--- config.mk ---
export PLATFORM = sky130hd
export DESIGN_NAME = diagnostic_fault_monitor
export DESIGN_NICKNAME = d
export VERILOG_FILES = /design/src/diag_fault_monitor_pkg.sv /design/src/diagnostic_fault_monitor.sv
export VERILOG_INCLUDE_DIRS = /design/src
export SDC_FILE = /design/constraint.sdc
export NUM_CORES = 1
export LEC_CHECK = 0
export BUFFER_PORTS_ARGS = -buffer_cell sky130_fd_sc_hd__buf_4
export CAP_MARGIN = 10
export CORE_MARGIN = 2
export CORE_UTILIZATION = 53
export CTS_BUF_LIST = sky130_fd_sc_hd__clkbuf_4 sky130_fd_sc_hd__clkbuf_8 sky130_fd_sc_hd__clkbuf_16
export CTS_CLUSTER_SIZE = 24
export DETAILED_ROUTE_END_ITERATION = 12
export PLACE_DENSITY_LB_ADDON = 0.05
export SYNTH_ARGS = -nofsm -noshare
export SYNTH_HDL_FRONTEND = slang
export SYNTH_SLANG_ARGS = --single-unit
--- constraint.sdc ---
create_clock -name I_REF_CLK -period 3.4 [get_ports I_REF_CLK]
set_input_delay 0.17 -clock I_REF_CLK [delete_from_list [all_inputs] [get_ports I_REF_CLK]]
set_output_delay 0.17 -clock I_REF_CLK [all_outputs]
set_load 0.02 [all_outputs]
--- src/diag_fault_monitor_defines.svh ---
// Constants for the diagnostic fault monitor: timing, fields, reset values
`ifndef DIAG_FAULT_MONITOR_DEFINES_SVH
`define DIAG_FAULT_MONITOR_DEFINES_SVH

// ----------------------------------------------------------------------
// Timing
// ----------------------------------------------------------------------
`define CLK_PERIOD_NS     4
`define CRC_TIME_NS       6000
`define CRC_CYCLES        (`CRC_TIME_NS / `CLK_PERIOD_NS)
`define OSC_DIV_DEFAULT   10000
`define CAP_TEST_NS       100000
`define CAP_RISE_MIN_NS   10000
`define CAP_RISE_MIN_CYC  ((`CAP_RISE_MIN_NS + `CLK_PERIOD_NS - 1) / `CLK_PERIOD_NS)

// ----------------------------------------------------------------------
// Trigger modes and fixed patterns
// ----------------------------------------------------------------------
`define CRC_MODE_KEY      2'h0
`define CRC_MODE_FRAME    2'h1
`define CRC_MODE_CONT     2'h2
`define OSC_HALT_PATTERN  24'h07DEAD

// ----------------------------------------------------------------------
// Logic flag positions
// ----------------------------------------------------------------------
`define LF_OSC_STOP       0
`define LF_TRIM_STALE     1
`define LF_RESET_SEEN     2
`define LF_THREE_WIRE     3
`define LF_WDT_LATE       4
`define LF_WDT_EARLY      5
`define LF_BG_CRC         6
`define LF_LATCH_MON      7
`define LF_DUAL_CALC      8
`define LF_INVERSE        9
`define LF_TRIM_CRC       10
`define LF_BAD_ACCESS     11
`define LF_LOCKED_WRITE   12
`define LF_SCLK_COUNT     13
`define LF_SLIP_BIT       14
`define LF_SERIAL_CRC     15
`define LF_SLEW_BUSY      16

// ----------------------------------------------------------------------
// Analog flag positions
// ----------------------------------------------------------------------
`define AF_DCDC_POWER     2
`define AF_CAP_MISSING    5
`define AF_DCDC_TEMP      6
`define AF_MAIN_TEMP      7
`define AF_SUPPLY_LSB     8

// ----------------------------------------------------------------------
// Reset values and flag classes
// ----------------------------------------------------------------------
`define LOGIC_FLAGS_RST   17'h00004
`define ANALOG_FLAGS_RST  12'h000
`define LOGIC_STICKY      17'h0FFFD
`define LOGIC_ANY_MASK    17'h0FFFF

`endif

--- src/diag_fault_monitor_pkg.sv ---
// Types shared by the diagnostic fault monitor
package diag_fault_monitor_pkg;

  typedef enum logic {CRC_IDLE, CRC_RUN} crc_state_e;

  typedef enum logic [1:0] {CAP_IDLE, CAP_DRIVE, CAP_RECOVER} cap_state_e;

  typedef logic [16:0] logic_flags_t;
  typedef logic [11:0] analog_flags_t;

endpackage

--- src/diagnostic_fault_monitor.sv ---
// Diagnostic monitoring, sticky flag capture and fault pin drive
//
// Overview of operation
// - Background CRC only when locked; lock sets reference
// - Background CRC run lasts six microseconds
// - CRC triggers: key, every frame, continuous
// - Sixteen-bit counter ticks at oscillator over 10000
// - Halted oscillator returns fixed pattern each frame
// - Capacitor test judges regulator rise time
// - Test enable reads one until regulator nominal
// - Writing one reloads sticky flag with fault
// - Trim-stale and slew-busy flags follow their source
// - Summary bits OR flags, logic excludes slew
// - Temperature comparators always on, four trip points
// - Over-temperature sets die flag, pulls fault low when its mask bit is clear
// - Supply comparators off by default; reference needs buffer
// - Each supply node has its own sticky flag
// - Fault pin open drain, low on unmasked fault
// - Fault status bit is inverted pin level
// - Trim-stale, reset and capacitor flags never fault
// - Per-source masks for the maskable fault sources
// - Unmaskable sources other than the clock count always drive the fault pin
// - Serial quiet bit keeps clock count off fault
`timescale 1ns/1ns
`include "diag_fault_monitor_defines.svh"
module diagnostic_fault_monitor
  import diag_fault_monitor_pkg::*;
#(
  parameter int OSC_DIV     = `OSC_DIV_DEFAULT,
  parameter int CAP_TIMEOUT = `CAP_TEST_NS / `CLK_PERIOD_NS
)(
  input  wire logic        I_REF_CLK,
  input  wire logic        I_RST_N,
  input  wire logic        I_CFG_LOCKED,
  input  wire logic        I_CRC_KEY,
  input  wire logic        I_FRAME_VALID,
  input  wire logic [1:0]  I_CRC_TRIGGER_MODE,
  input  wire logic [15:0] I_CRC_RESULT,
  input  wire logic        I_OSC_TICK_COUNTER_ENABLE,
  input  wire logic        I_OSC_STOPPED,
  input  wire logic        I_OSC_HALT_MARKER_ENABLE,
  input  wire logic        I_REGULATOR_CAP_TEST_START,
  input  wire logic        I_LDO_AT_TARGET,
  input  wire logic        I_LDO_NOMINAL,
  input  wire logic [16:0] I_LOGIC_FAULT_RAW,
  input  wire logic [4:0]  I_ANALOG_FAULT_RAW,
  input  wire logic [16:0] I_LOGIC_UPDATE,
  input  wire logic [11:0] I_ANALOG_UPDATE,
  input  wire logic [1:0]  I_TEMP_LIMIT_SEL,
  input  wire logic [3:0]  I_MAIN_TEMP_TRIP,
  input  wire logic [3:0]  I_DCDC_TEMP_TRIP,
  input  wire logic [3:0]  I_SUPPLY_CMP_EN,
  input  wire logic        I_REF_BUF_EN,
  input  wire logic [3:0]  I_SUPPLY_OUT_WINDOW,
  input  wire logic [15:0] I_FAULT_MASK,
  input  wire logic        I_SERIAL_CHECK_QUIET,
  input  wire logic        I_FAULT_N_IN,
  output logic             O_CRC_BUSY,
  output logic [15:0]      O_OSC_TICK_COUNTER,
  output logic             O_SDO_OVERRIDE,
  output logic [23:0]      O_SDO_PATTERN,
  output logic             O_REGULATOR_CAP_TEST_START,
  output logic             O_LDO_TEST_DRIVE,
  output logic [16:0]      O_LOGIC_CHECK_FLAGS,
  output logic [11:0]      O_ANALOG_CHECK_FLAGS,
  output logic             O_LOGIC_FLAGS_ANY,
  output logic             O_ANALOG_FLAGS_ANY,
  output logic             O_WATCHDOG_FLAG_ANY,
  output logic             O_FAULT_N_OUT,
  output logic             O_FAULT_N_OE,
  output logic             O_FAULT_PIN_STATUS
);

  // ----------------------------------------------------------------------
  // Functions
  // ----------------------------------------------------------------------

  // Comparator output for the selected trip point (0:142C .. 3:97C)
  function automatic logic trip_pick(input logic [3:0] trip,
                                     input logic [1:0] sel);
    trip_pick = trip[sel];
  endfunction

  // Sticky flag: a written one reloads with the live fault, else hold/set
  function automatic logic_flags_t sticky_next(input logic_flags_t flags,
                                               input logic_flags_t live,
                                               input logic_flags_t upd);
    sticky_next = (upd & live) | (~upd & (flags | live));
  endfunction

  // ----------------------------------------------------------------------
  // Background CRC
  // ----------------------------------------------------------------------
  crc_state_e  crc_state;
  logic [10:0] crc_count;
  logic [15:0] crc_ref;
  logic        ref_pending;
  logic        lock_seen;
  logic        crc_mismatch;
  logic        crc_trigger;
  logic        lock_rise;

  assign lock_rise = I_CFG_LOCKED & ~lock_seen;

  // Requests while unlocked are dropped, not deferred
  always_comb begin
    crc_trigger = 1'b0;
    case (I_CRC_TRIGGER_MODE)
      `CRC_MODE_KEY:   crc_trigger = I_CRC_KEY;
      `CRC_MODE_FRAME: crc_trigger = I_FRAME_VALID;
      `CRC_MODE_CONT:  crc_trigger = 1'b1;
      default:         crc_trigger = 1'b0;
    endcase
    crc_trigger = crc_trigger & I_CFG_LOCKED;
  end

  // Lock edge tracker
  always_ff @(posedge I_REF_CLK) begin
    if (!I_RST_N) begin
      lock_seen <= 1'b0;
    end else begin
      lock_seen <= I_CFG_LOCKED;
    end
  end

  // Run timer; the first run after locking becomes the reference
  always_ff @(posedge I_REF_CLK) begin
    if (!I_RST_N) begin
      crc_state    <= CRC_IDLE;
      crc_count    <= 11'h000;
      crc_ref      <= 16'h0000;
      ref_pending  <= 1'b0;
      crc_mismatch <= 1'b0;
    end else begin
      if (lock_rise) begin
        ref_pending <= 1'b1;
      end
      case (crc_state)
        CRC_IDLE: begin
          crc_count <= 11'h000;
          if (lock_rise || crc_trigger) begin
            crc_state <= CRC_RUN;
          end
        end
        CRC_RUN: begin
          crc_count <= crc_count + 11'h001;
          if (crc_count == 11'(`CRC_CYCLES - 1)) begin
            crc_state <= CRC_IDLE;
            if (ref_pending || lock_rise) begin
              crc_ref     <= I_CRC_RESULT;
              ref_pending <= 1'b0;
            end else begin
              crc_mismatch <= (I_CRC_RESULT != crc_ref);
            end
          end
        end
        default: crc_state <= CRC_IDLE;
      endcase
    end
  end

  // Busy level seen by the host
  always_ff @(posedge I_REF_CLK) begin
    if (!I_RST_N) begin
      O_CRC_BUSY <= 1'b0;
    end else begin
      O_CRC_BUSY <= (crc_state == CRC_IDLE) ? (lock_rise | crc_trigger)
                  : (crc_count != 11'(`CRC_CYCLES - 1));
    end
  end

  // ----------------------------------------------------------------------
  // Oscillator diagnostics
  // ----------------------------------------------------------------------
  logic [15:0] prescale;

  // Divider to 25 kHz at the default divide; the count freezes while disabled
  always_ff @(posedge I_REF_CLK) begin
    if (!I_RST_N) begin
      prescale           <= 16'h0000;
      O_OSC_TICK_COUNTER <= 16'h0000;
    end else if (I_OSC_TICK_COUNTER_ENABLE) begin
      if (prescale == 16'(OSC_DIV - 1)) begin
        prescale           <= 16'h0000;
        O_OSC_TICK_COUNTER <= O_OSC_TICK_COUNTER + 16'h0001;
      end else begin
        prescale <= prescale + 16'h0001;
      end
    end
  end

  // Halt marker replaces serial readback while the oscillator is stopped
  always_ff @(posedge I_REF_CLK) begin
    if (!I_RST_N) begin
      O_SDO_OVERRIDE <= 1'b0;
      O_SDO_PATTERN  <= 24'h000000;
    end else begin
      O_SDO_OVERRIDE <= I_OSC_STOPPED & I_OSC_HALT_MARKER_ENABLE;
      O_SDO_PATTERN  <= `OSC_HALT_PATTERN;
    end
  end

  // ----------------------------------------------------------------------
  // Regulator capacitor test
  // ----------------------------------------------------------------------
  cap_state_e  cap_state;
  logic [15:0] cap_count;
  logic        cap_result;

  // A fast rise to target means no capacitor loads the node
  always_ff @(posedge I_REF_CLK) begin
    if (!I_RST_N) begin
      cap_state                  <= CAP_IDLE;
      cap_count                  <= 16'h0000;
      cap_result                 <= 1'b0;
      O_REGULATOR_CAP_TEST_START <= 1'b0;
      O_LDO_TEST_DRIVE           <= 1'b0;
    end else begin
      case (cap_state)
        CAP_IDLE: begin
          cap_count <= 16'h0000;
          if (I_REGULATOR_CAP_TEST_START) begin
            cap_state                  <= CAP_DRIVE;
            O_REGULATOR_CAP_TEST_START <= 1'b1;
            O_LDO_TEST_DRIVE           <= 1'b1;
          end
        end
        CAP_DRIVE: begin
          cap_count <= cap_count + 16'h0001;
          if (I_LDO_AT_TARGET) begin
            cap_result <= (cap_count < 16'(`CAP_RISE_MIN_CYC));
            cap_state  <= CAP_RECOVER;
            O_LDO_TEST_DRIVE <= 1'b0;
          end else if (cap_count == 16'(CAP_TIMEOUT - 1)) begin
            cap_result <= 1'b0;
            cap_state  <= CAP_RECOVER;
            O_LDO_TEST_DRIVE <= 1'b0;
          end
        end
        CAP_RECOVER: begin
          // Enable bit drops only once the node is back at nominal
          if (I_LDO_NOMINAL) begin
            cap_state                  <= CAP_IDLE;
            O_REGULATOR_CAP_TEST_START <= 1'b0;
          end
        end
        default: begin
          cap_state                  <= CAP_IDLE;
          O_REGULATOR_CAP_TEST_START <= 1'b0;
          O_LDO_TEST_DRIVE           <= 1'b0;
        end
      endcase
    end
  end

  // ----------------------------------------------------------------------
  // Flag capture
  // ----------------------------------------------------------------------
  logic_flags_t  logic_live;
  analog_flags_t analog_live;
  logic_flags_t  next_logic_flags;
  analog_flags_t next_analog_flags;
  logic_flags_t  analog_wide;
  logic [3:0]    supply_live;

  // Supply windows gated by their enables; reference input needs buffer
  assign supply_live = I_SUPPLY_OUT_WINDOW & I_SUPPLY_CMP_EN
                     & {2'h3, I_REF_BUF_EN, 1'b1};

  // Live state of every source, internal ones substituted
  always_comb begin
    logic_live                 = I_LOGIC_FAULT_RAW;
    logic_live[`LF_RESET_SEEN] = 1'b0;
    logic_live[`LF_BG_CRC]     = crc_mismatch;
    analog_live = {supply_live,
                   trip_pick(I_MAIN_TEMP_TRIP, I_TEMP_LIMIT_SEL),
                   trip_pick(I_DCDC_TEMP_TRIP, I_TEMP_LIMIT_SEL),
                   cap_result, I_ANALOG_FAULT_RAW};
  end

  // Sticky reload on written ones; trim-stale and slew-busy follow live
  always_comb begin
    next_logic_flags = sticky_next(O_LOGIC_CHECK_FLAGS, logic_live,
                                   I_LOGIC_UPDATE);
    next_logic_flags = (next_logic_flags & `LOGIC_STICKY)
                     | (logic_live & ~`LOGIC_STICKY);
    analog_wide = sticky_next({5'h00, O_ANALOG_CHECK_FLAGS},
                              {5'h00, analog_live},
                              {5'h00, I_ANALOG_UPDATE});
    next_analog_flags = analog_wide[11:0];
  end

  // Flag registers; reset-seen comes up set after every reset
  always_ff @(posedge I_REF_CLK) begin
    if (!I_RST_N) begin
      O_LOGIC_CHECK_FLAGS  <= `LOGIC_FLAGS_RST;
      O_ANALOG_CHECK_FLAGS <= `ANALOG_FLAGS_RST;
    end else begin
      O_LOGIC_CHECK_FLAGS  <= next_logic_flags;
      O_ANALOG_CHECK_FLAGS <= next_analog_flags;
    end
  end

  // Summaries from the next flag values so they align with the flags
  always_ff @(posedge I_REF_CLK) begin
    if (!I_RST_N) begin
      O_LOGIC_FLAGS_ANY   <= 1'b1;
      O_ANALOG_FLAGS_ANY  <= 1'b0;
      O_WATCHDOG_FLAG_ANY <= 1'b0;
    end else begin
      O_LOGIC_FLAGS_ANY   <= |(next_logic_flags & `LOGIC_ANY_MASK);
      O_ANALOG_FLAGS_ANY  <= |next_analog_flags;
      O_WATCHDOG_FLAG_ANY <= next_logic_flags[`LF_WDT_LATE]
                           | next_logic_flags[`LF_WDT_EARLY];
    end
  end

  // ----------------------------------------------------------------------
  // Fault pin
  // ----------------------------------------------------------------------
  logic [15:0] maskable;
  logic        fault_fixed;
  logic        fault_now;

  // Trim-stale, reset-seen and capacitor flags are left out
  assign maskable = {next_analog_flags[`AF_MAIN_TEMP],
                     next_analog_flags[`AF_DCDC_TEMP],
                     next_analog_flags[4:3],
                     next_analog_flags[1:0],
                     next_logic_flags[`LF_SERIAL_CRC],
                     next_logic_flags[`LF_SLIP_BIT],
                     next_logic_flags[`LF_LOCKED_WRITE],
                     next_logic_flags[`LF_BAD_ACCESS],
                     next_logic_flags[`LF_INVERSE],
                     next_logic_flags[`LF_DUAL_CALC],
                     next_logic_flags[`LF_LATCH_MON],
                     next_logic_flags[`LF_WDT_LATE],
                     next_logic_flags[`LF_WDT_EARLY],
                     next_logic_flags[`LF_OSC_STOP]};

  assign fault_fixed = next_logic_flags[`LF_THREE_WIRE]
                     | next_logic_flags[`LF_BG_CRC]
                     | next_logic_flags[`LF_TRIM_CRC]
                     | next_analog_flags[`AF_DCDC_POWER]
                     | (|next_analog_flags[11:`AF_SUPPLY_LSB])
                     | (next_logic_flags[`LF_SCLK_COUNT]
                        & ~I_SERIAL_CHECK_QUIET);

  assign fault_now = fault_fixed | (|(maskable & ~I_FAULT_MASK));

  // Open drain: only ever drive low, release to the pull-up otherwise
  always_ff @(posedge I_REF_CLK) begin
    if (!I_RST_N) begin
      O_FAULT_N_OUT      <= 1'b0;
      O_FAULT_N_OE       <= 1'b0;
      O_FAULT_PIN_STATUS <= 1'b0;
    end else begin
      O_FAULT_N_OUT      <= 1'b0;
      O_FAULT_N_OE       <= fault_now;
      O_FAULT_PIN_STATUS <= ~I_FAULT_N_IN;
    end
  end

  // ----------------------------------------------------------------------
  // Checks
  // ----------------------------------------------------------------------
  logic [11:0] crc_run_len;

  // Length of the current busy run, for the duration check
  always_ff @(posedge I_REF_CLK) begin
    if (!I_RST_N) begin
      crc_run_len <= 12'h000;
    end else begin
      crc_run_len <= O_CRC_BUSY ? crc_run_len + 12'h001 : 12'h000;
    end
  end
endmodule

Word-level counts from Yosys, hierarchy flattened. Index checks and enable logic that the tools add are counted.

Logic and storage cells: 121. Output and inout port bits: 79. Register bits: 144.

$lt $le $gt $ge: 2. Reduce and logical (&&, ||, !) cells: 17. Multiplexer cells: 29. Equal/unequal tests: 12. Bitwise logic cells: 34. $add $sub $neg: 4.

Operator list (number): adder 16 x 1 -> 16 bit, second input constant (3); AND 16 bit (3); inverter 16 bit (2); OR 16 bit (2); one-hot mux 16 bit (2 select lines) (1); OR reduction 16 bit (2); AND 12 bit (2); OR 12 bit (2); one-hot mux 11 bit (2 select lines) (1); two-way mux 19 bit (1); OR 16 x 17 -> 17 bit (1); equality test 16 x 14 -> 1 bit, second input constant (1); equality test 16 x 15 -> 1 bit, second input constant (1); < comparator 16 x 12 -> 1 bit, second input constant (1); two-way mux 16 bit (1); != test 16 bit (1); AND reduction 3 bit (5); two-way mux 1 bit (14); inverter 12 bit (1); OR reduction 12 bit (1); adder 11 x 1 -> 11 bit, second input constant (1); equality test 11 bit, second input constant (1); != test 11 bit, second input constant (1); one-hot mux 1 bit (3 select lines) (3); 18 further kinds (46).

Depth between registers and ports, before layout.
Depth after elaboration: 10. Mapped depth: 7. Depth with buffers taken out: 6.

Worst setup path before layout. Ideal clock, no wire load.

Kind: register -> register. Start point: register prescale[0]. End point: register O_OSC_TICK_COUNTER[15]. Setup slack: 1.706 ns. Required time: 3.285 ns. Arrival: 1.580 ns. Setup time: 0.115 ns. Stages on the path, launching flop included: 7. Path through: dfxtp_1 ha_1 and4_2 nand4_4 nor3_1 a21boi_0 o21a_1.

Cells in the longest elaborated chain, start to end: 2.

RTL lines: start: declaration (line diagnostic_fault_monitor.sv:175) `logic [15:0] prescale;`; start signal: assignment (line diagnostic_fault_monitor.sv:187) `prescale <= prescale + 16'h0001;`; equality test 16 x 14 -> 1 bit (line diagnostic_fault_monitor.sv:183) `if (prescale == 16'(OSC_DIV - 1)) begin`; AND reduction 2 bit (no line); end signal: assignment (line diagnostic_fault_monitor.sv:185) `O_OSC_TICK_COUNTER <= O_OSC_TICK_COUNTER + 16'h0001;`; end: declaration (line diagnostic_fault_monitor.sv:59) `output logic [15:0] O_OSC_TICK_COUNTER,`.

No other way between the ends. A chain may end at the register's enable or synchronous reset.

Final worst setup path.
Start point: register crc_count[0]. End point: register crc_ref[10].

Cells in the longest elaborated chain, start to end: 2.

RTL lines: start: declaration (line diagnostic_fault_monitor.sv:95) `logic [10:0] crc_count;`; start signal: assignment (line diagnostic_fault_monitor.sv:146) `crc_count <= crc_count + 11'h001;`; equality test 11 bit (line diagnostic_fault_monitor.sv:147) `` if (crc_count == 11'(`CRC_CYCLES - 1)) begin ``; AND reduction 3 bit (no line); end signal: assignment (line diagnostic_fault_monitor.sv:131) `crc_ref <= 16'h0000;`; end signal: assignment (line diagnostic_fault_monitor.sv:150) `crc_ref <= I_CRC_RESULT;`; end: declaration (line diagnostic_fault_monitor.sv:96) `logic [15:0] crc_ref;`.

No other way between the ends.

==> metrics.txt <==
status=finished, final reports clean; Min-Delay Endpoint=O_LOGIC_CHECK_FLAGS[11]; Leakage=~3.3 nW; minimum clock period after layout=approximately 2.3 ns; Core Box Area=0.00977 mm2; Yosys cell types=56; critical path required time=around 3.8 ns; DR pass1 iterations=5; Crit Path Max Fanout=19; vias in the first global route=about 5400; crit-path max cell delay=0.63 ns; CP arrival=2.76 ns; Min Hold Slack=0.0384 ns; mux contribution to synthesized area=0.0140; fin area=0.00783 mm2; Rows=36; TNS Setup=0 ns; Diodes inserted=0; fill count=607; Psw=850 uW; H-tree Lvls=4; Worst setup SP type=register; total wire length=15800 um; # IOs=196; Largest delay share family, worst path=simple AND/OR/NAND/NOR gates; Post-Syn Area=roughly 0.0053 mm2; CP bufs+invs=0; Die X-Extent=104 um; Gate power share=0.122; YS warnings=0; terminus of the critical flop-to-flop path=crc_ref[10]; Worst-Skew Late Latency=roughly 0.51 ns; Routed wire per std cell=16.0 um; Placed Area=roughly 0.0067 mm2; CP cell instances=ha_1 -> and3_1 -> nand4_1 -> nor2_4 -> nand2_1 -> a21oi_1; final setup vio count=0; reg2reg start=crc_count[0]; Post-DRT Antenna Nets=0; Die Area=0.0109 mm2; post-CTS sizing=0; Synth Area in Simple Gates=0.244; fin crit share=0.687; overall routing resource usage=0.295; slowest stage cell, crit path=nand4_1; async set-reset flop share out of synthesis=0; P per Cell Area=around 450 mW/mm2; GR Overflow Total=0; Final Hold Fails=0; sw frac=0.243; Via-to-Cell Ratio=around 5.3; largest net degree at the start of global routing=between 60 and 70; Avg Cell Area, Syn=8.70 um2; CTS clk-pin slew, worst paths=0.06 ns; Synth Flop Type=dfxtp_1; Setup CP Type=reg -> reg; first-pass GRT wire length=25600 um; Iter 0 DRT Violations=255; number of enable flip-flop cells after synthesis=0; reg2reg setup slack=1.06 ns; Num CTS Buffers=17; largest family of logic cells by synthesized area=simple AND/OR/NAND/NOR gates; Synth area leaders=dfxtp_1 (45%), xnor2_1 (6.7%), nor2_1 (6.6%); CTS tree=yes; Max Cap Viol=0; Max IR drop VDD=0.286 mV; Buffers on Ports=180; type of the worst min-delay path=in -> reg; max-slew violation count=0; clk sink count=120; Hold Path Depth=4; gp weighted congestion=0.836; Tot Pwr=3.49 mW; Die Ht=104 um; fmax=428 MHz; end-of-flow core utilization=0.801; CTS max path bufs=2; area delta synth->final=46.4%; Detail Placement HPWL=10200 um; Rel. slew slack=0.213; Syn Inst Count=615; adder-cell share of the synthesized area=0.00936; Yosys top cell area share=0.449; DRC=0; layout cell share with drive strength beyond 1=0.268; transition time of the tightest slew-check pin=1.18 ns; Synth Area in Compound Gates=0.105; worst hold start=I_LOGIC_UPDATE[11]; Clk pwr share=0.457; register area share after synthesis=0.449; initial antenna violation count=0; Initial Utilization=0.547; Crit. Startpoint=crc_count[0]; Post-Synth XOR/XNOR Area=0.103; sequential power share=0.422; #FFs+latches synth=120; RSZ-0062 raised after global routing=false; root buffer cell=clkbuf_8; Crit. End Element=register; DR vias=5257; Final Skew=0.0182 ns; Total Nets Final=969; Internal=2.64 mW; worst r2r path cells=6; leading area contributor after synthesis=dfxtp_1
## cells by family (layout without fill, tap and decap cells)
logic type / after synthesis / in the layout
simple gates: 242 / 242
flops: 120 / 120
compound gates: 101 / 101
buf+inv: 79 / 313
xor+xnor: 63 / 63
mux: 5 / 5
fa+ha+maj: 4 / 4
other cells: 1 / 11
## synth_stat cells, drive strengths merged, types with 2 or more instances
| library cell | instances |
|---|---|
| dfxtp | 120 |
| nor2 | 95 |
| a21oi | 51 |
| xnor2 | 41 |
| inv | 37 |
| nand2 | 36 |
| buf | 31 |
| o21ai | 25 |
| xor2 | 22 |
| nand3 | 20 |
| nand4 | 19 |
| nor4 | 14 |
| and3 | 12 |
| clkbuf | 11 |
| nor3 | 10 |
| o22ai | 8 |
| and2 | 6 |
| nor2b | 5 |
| and4 | 4 |
| ha | 4 |
| nor4b | 4 |
| or3 | 4 |
| a22oi | 3 |
| a31oi | 3 |
| mux2i | 3 |
| nand4b | 3 |
| o21a | 3 |
| mux4 | 2 |
| nand2b | 2 |
| nand3b | 2 |
| nor3b | 2 |
## what timing repair did
| action | CTS | global route |
|---|---|---|
| endpoints found under the setup margin | 0 | 0 |
| hold buffers | 64 | 0 |
| buffers inserted | 0 | 0 |
| hold endpoints to repair | 56 | 0 |
## layout by cell type, fill, tap and decap left out, types with 3 or more instances in the layout
cell	n
and2_1	5
and3_1	11
clkinv_2	3
buf_4	182
inv_1	36
dfxtp_1	120
nor3_1	9
nor2b_1	5
dlygate4sd3_1	64
nor2_1	94
o21a_1	3
nand2_1	36
or3_1	4
nor4_1	11
o22ai_1	8
xnor2_1	41
nand4b_1	3
a21oi_1	51
nand4_1	18
clkbuf_16	16
clkbuf_8	5
a22oi_1	3
conb_1	11
o21ai_0	25
mux2i_1	3
clkinvlp_4	3
a31oi_1	3
xor2_1	22
ha_1	4
nand3_1	20
## worst max path at each step
stage,to,depth (start not counted)
after detailed placement,crc_ref[10],6
after CTS,crc_ref[10],6
after global routing,crc_ref[5],6
after global placement,crc_ref[2],6
after floorplan,O_OSC_TICK_COUNTER[15],6
final,crc_ref[10],6
## metal layers
layer  global-route usage  share of wire
met1                0.304           0.37
met2                0.548           0.53
met3               0.0677          0.053
met4                0.155          0.039
met5                    0              0
## tightest hold or removal path, stage by stage
cell and delay, ns:
buf_4 0.11, inv_1 0.04, a21oi_1 0.09, nor2_1 0.10
## area by class of cell
type                       instances  area [um2]  share of cell area
tap                              133         166              0.0213
clock inverter                     7        46.3             0.00591
sequential                       120        2400               0.307
multi-input combinational        426        2580               0.330
inverter                          37         139              0.0177
timing repair buffer             246        2010               0.256
clock buffer                      23         484              0.0619
## stage by stage
step | worst slack [ns] | instances
6_report | 1.06 | 992
5_1_grt | 0.796 | 992
4_1_cts | 1.07 | 992
3_5_place_dp | 1.12 | 898
3_3_place_gp | 1.26 | 898
2_1_floorplan | 1.71 | 625
## sequential cells by signal, indices dropped and copies added (netlist names), 2 cells and up
name	cells
cap_state	2
O_ANALOG_CHECK_FLAGS	12
O_LOGIC_CHECK_FLAGS	17
cap_count	16
crc_count	11
crc_ref	16
prescale	16
O_OSC_TICK_COUNTER	16
## power by group through the flow
stage	Combinational (mW)	Sequential (mW)	Clock [mW]
2_1_floorplan	0.143	1.53	0
3_3_place_gp	0.348	1.50	0
3_5_place_dp	0.353	1.50	0
4_1_cts	0.414	1.47	1.61
5_1_grt	0.451	1.48	1.68
6_report	0.425	1.47	1.59
(Power assumes the default switching activity.)
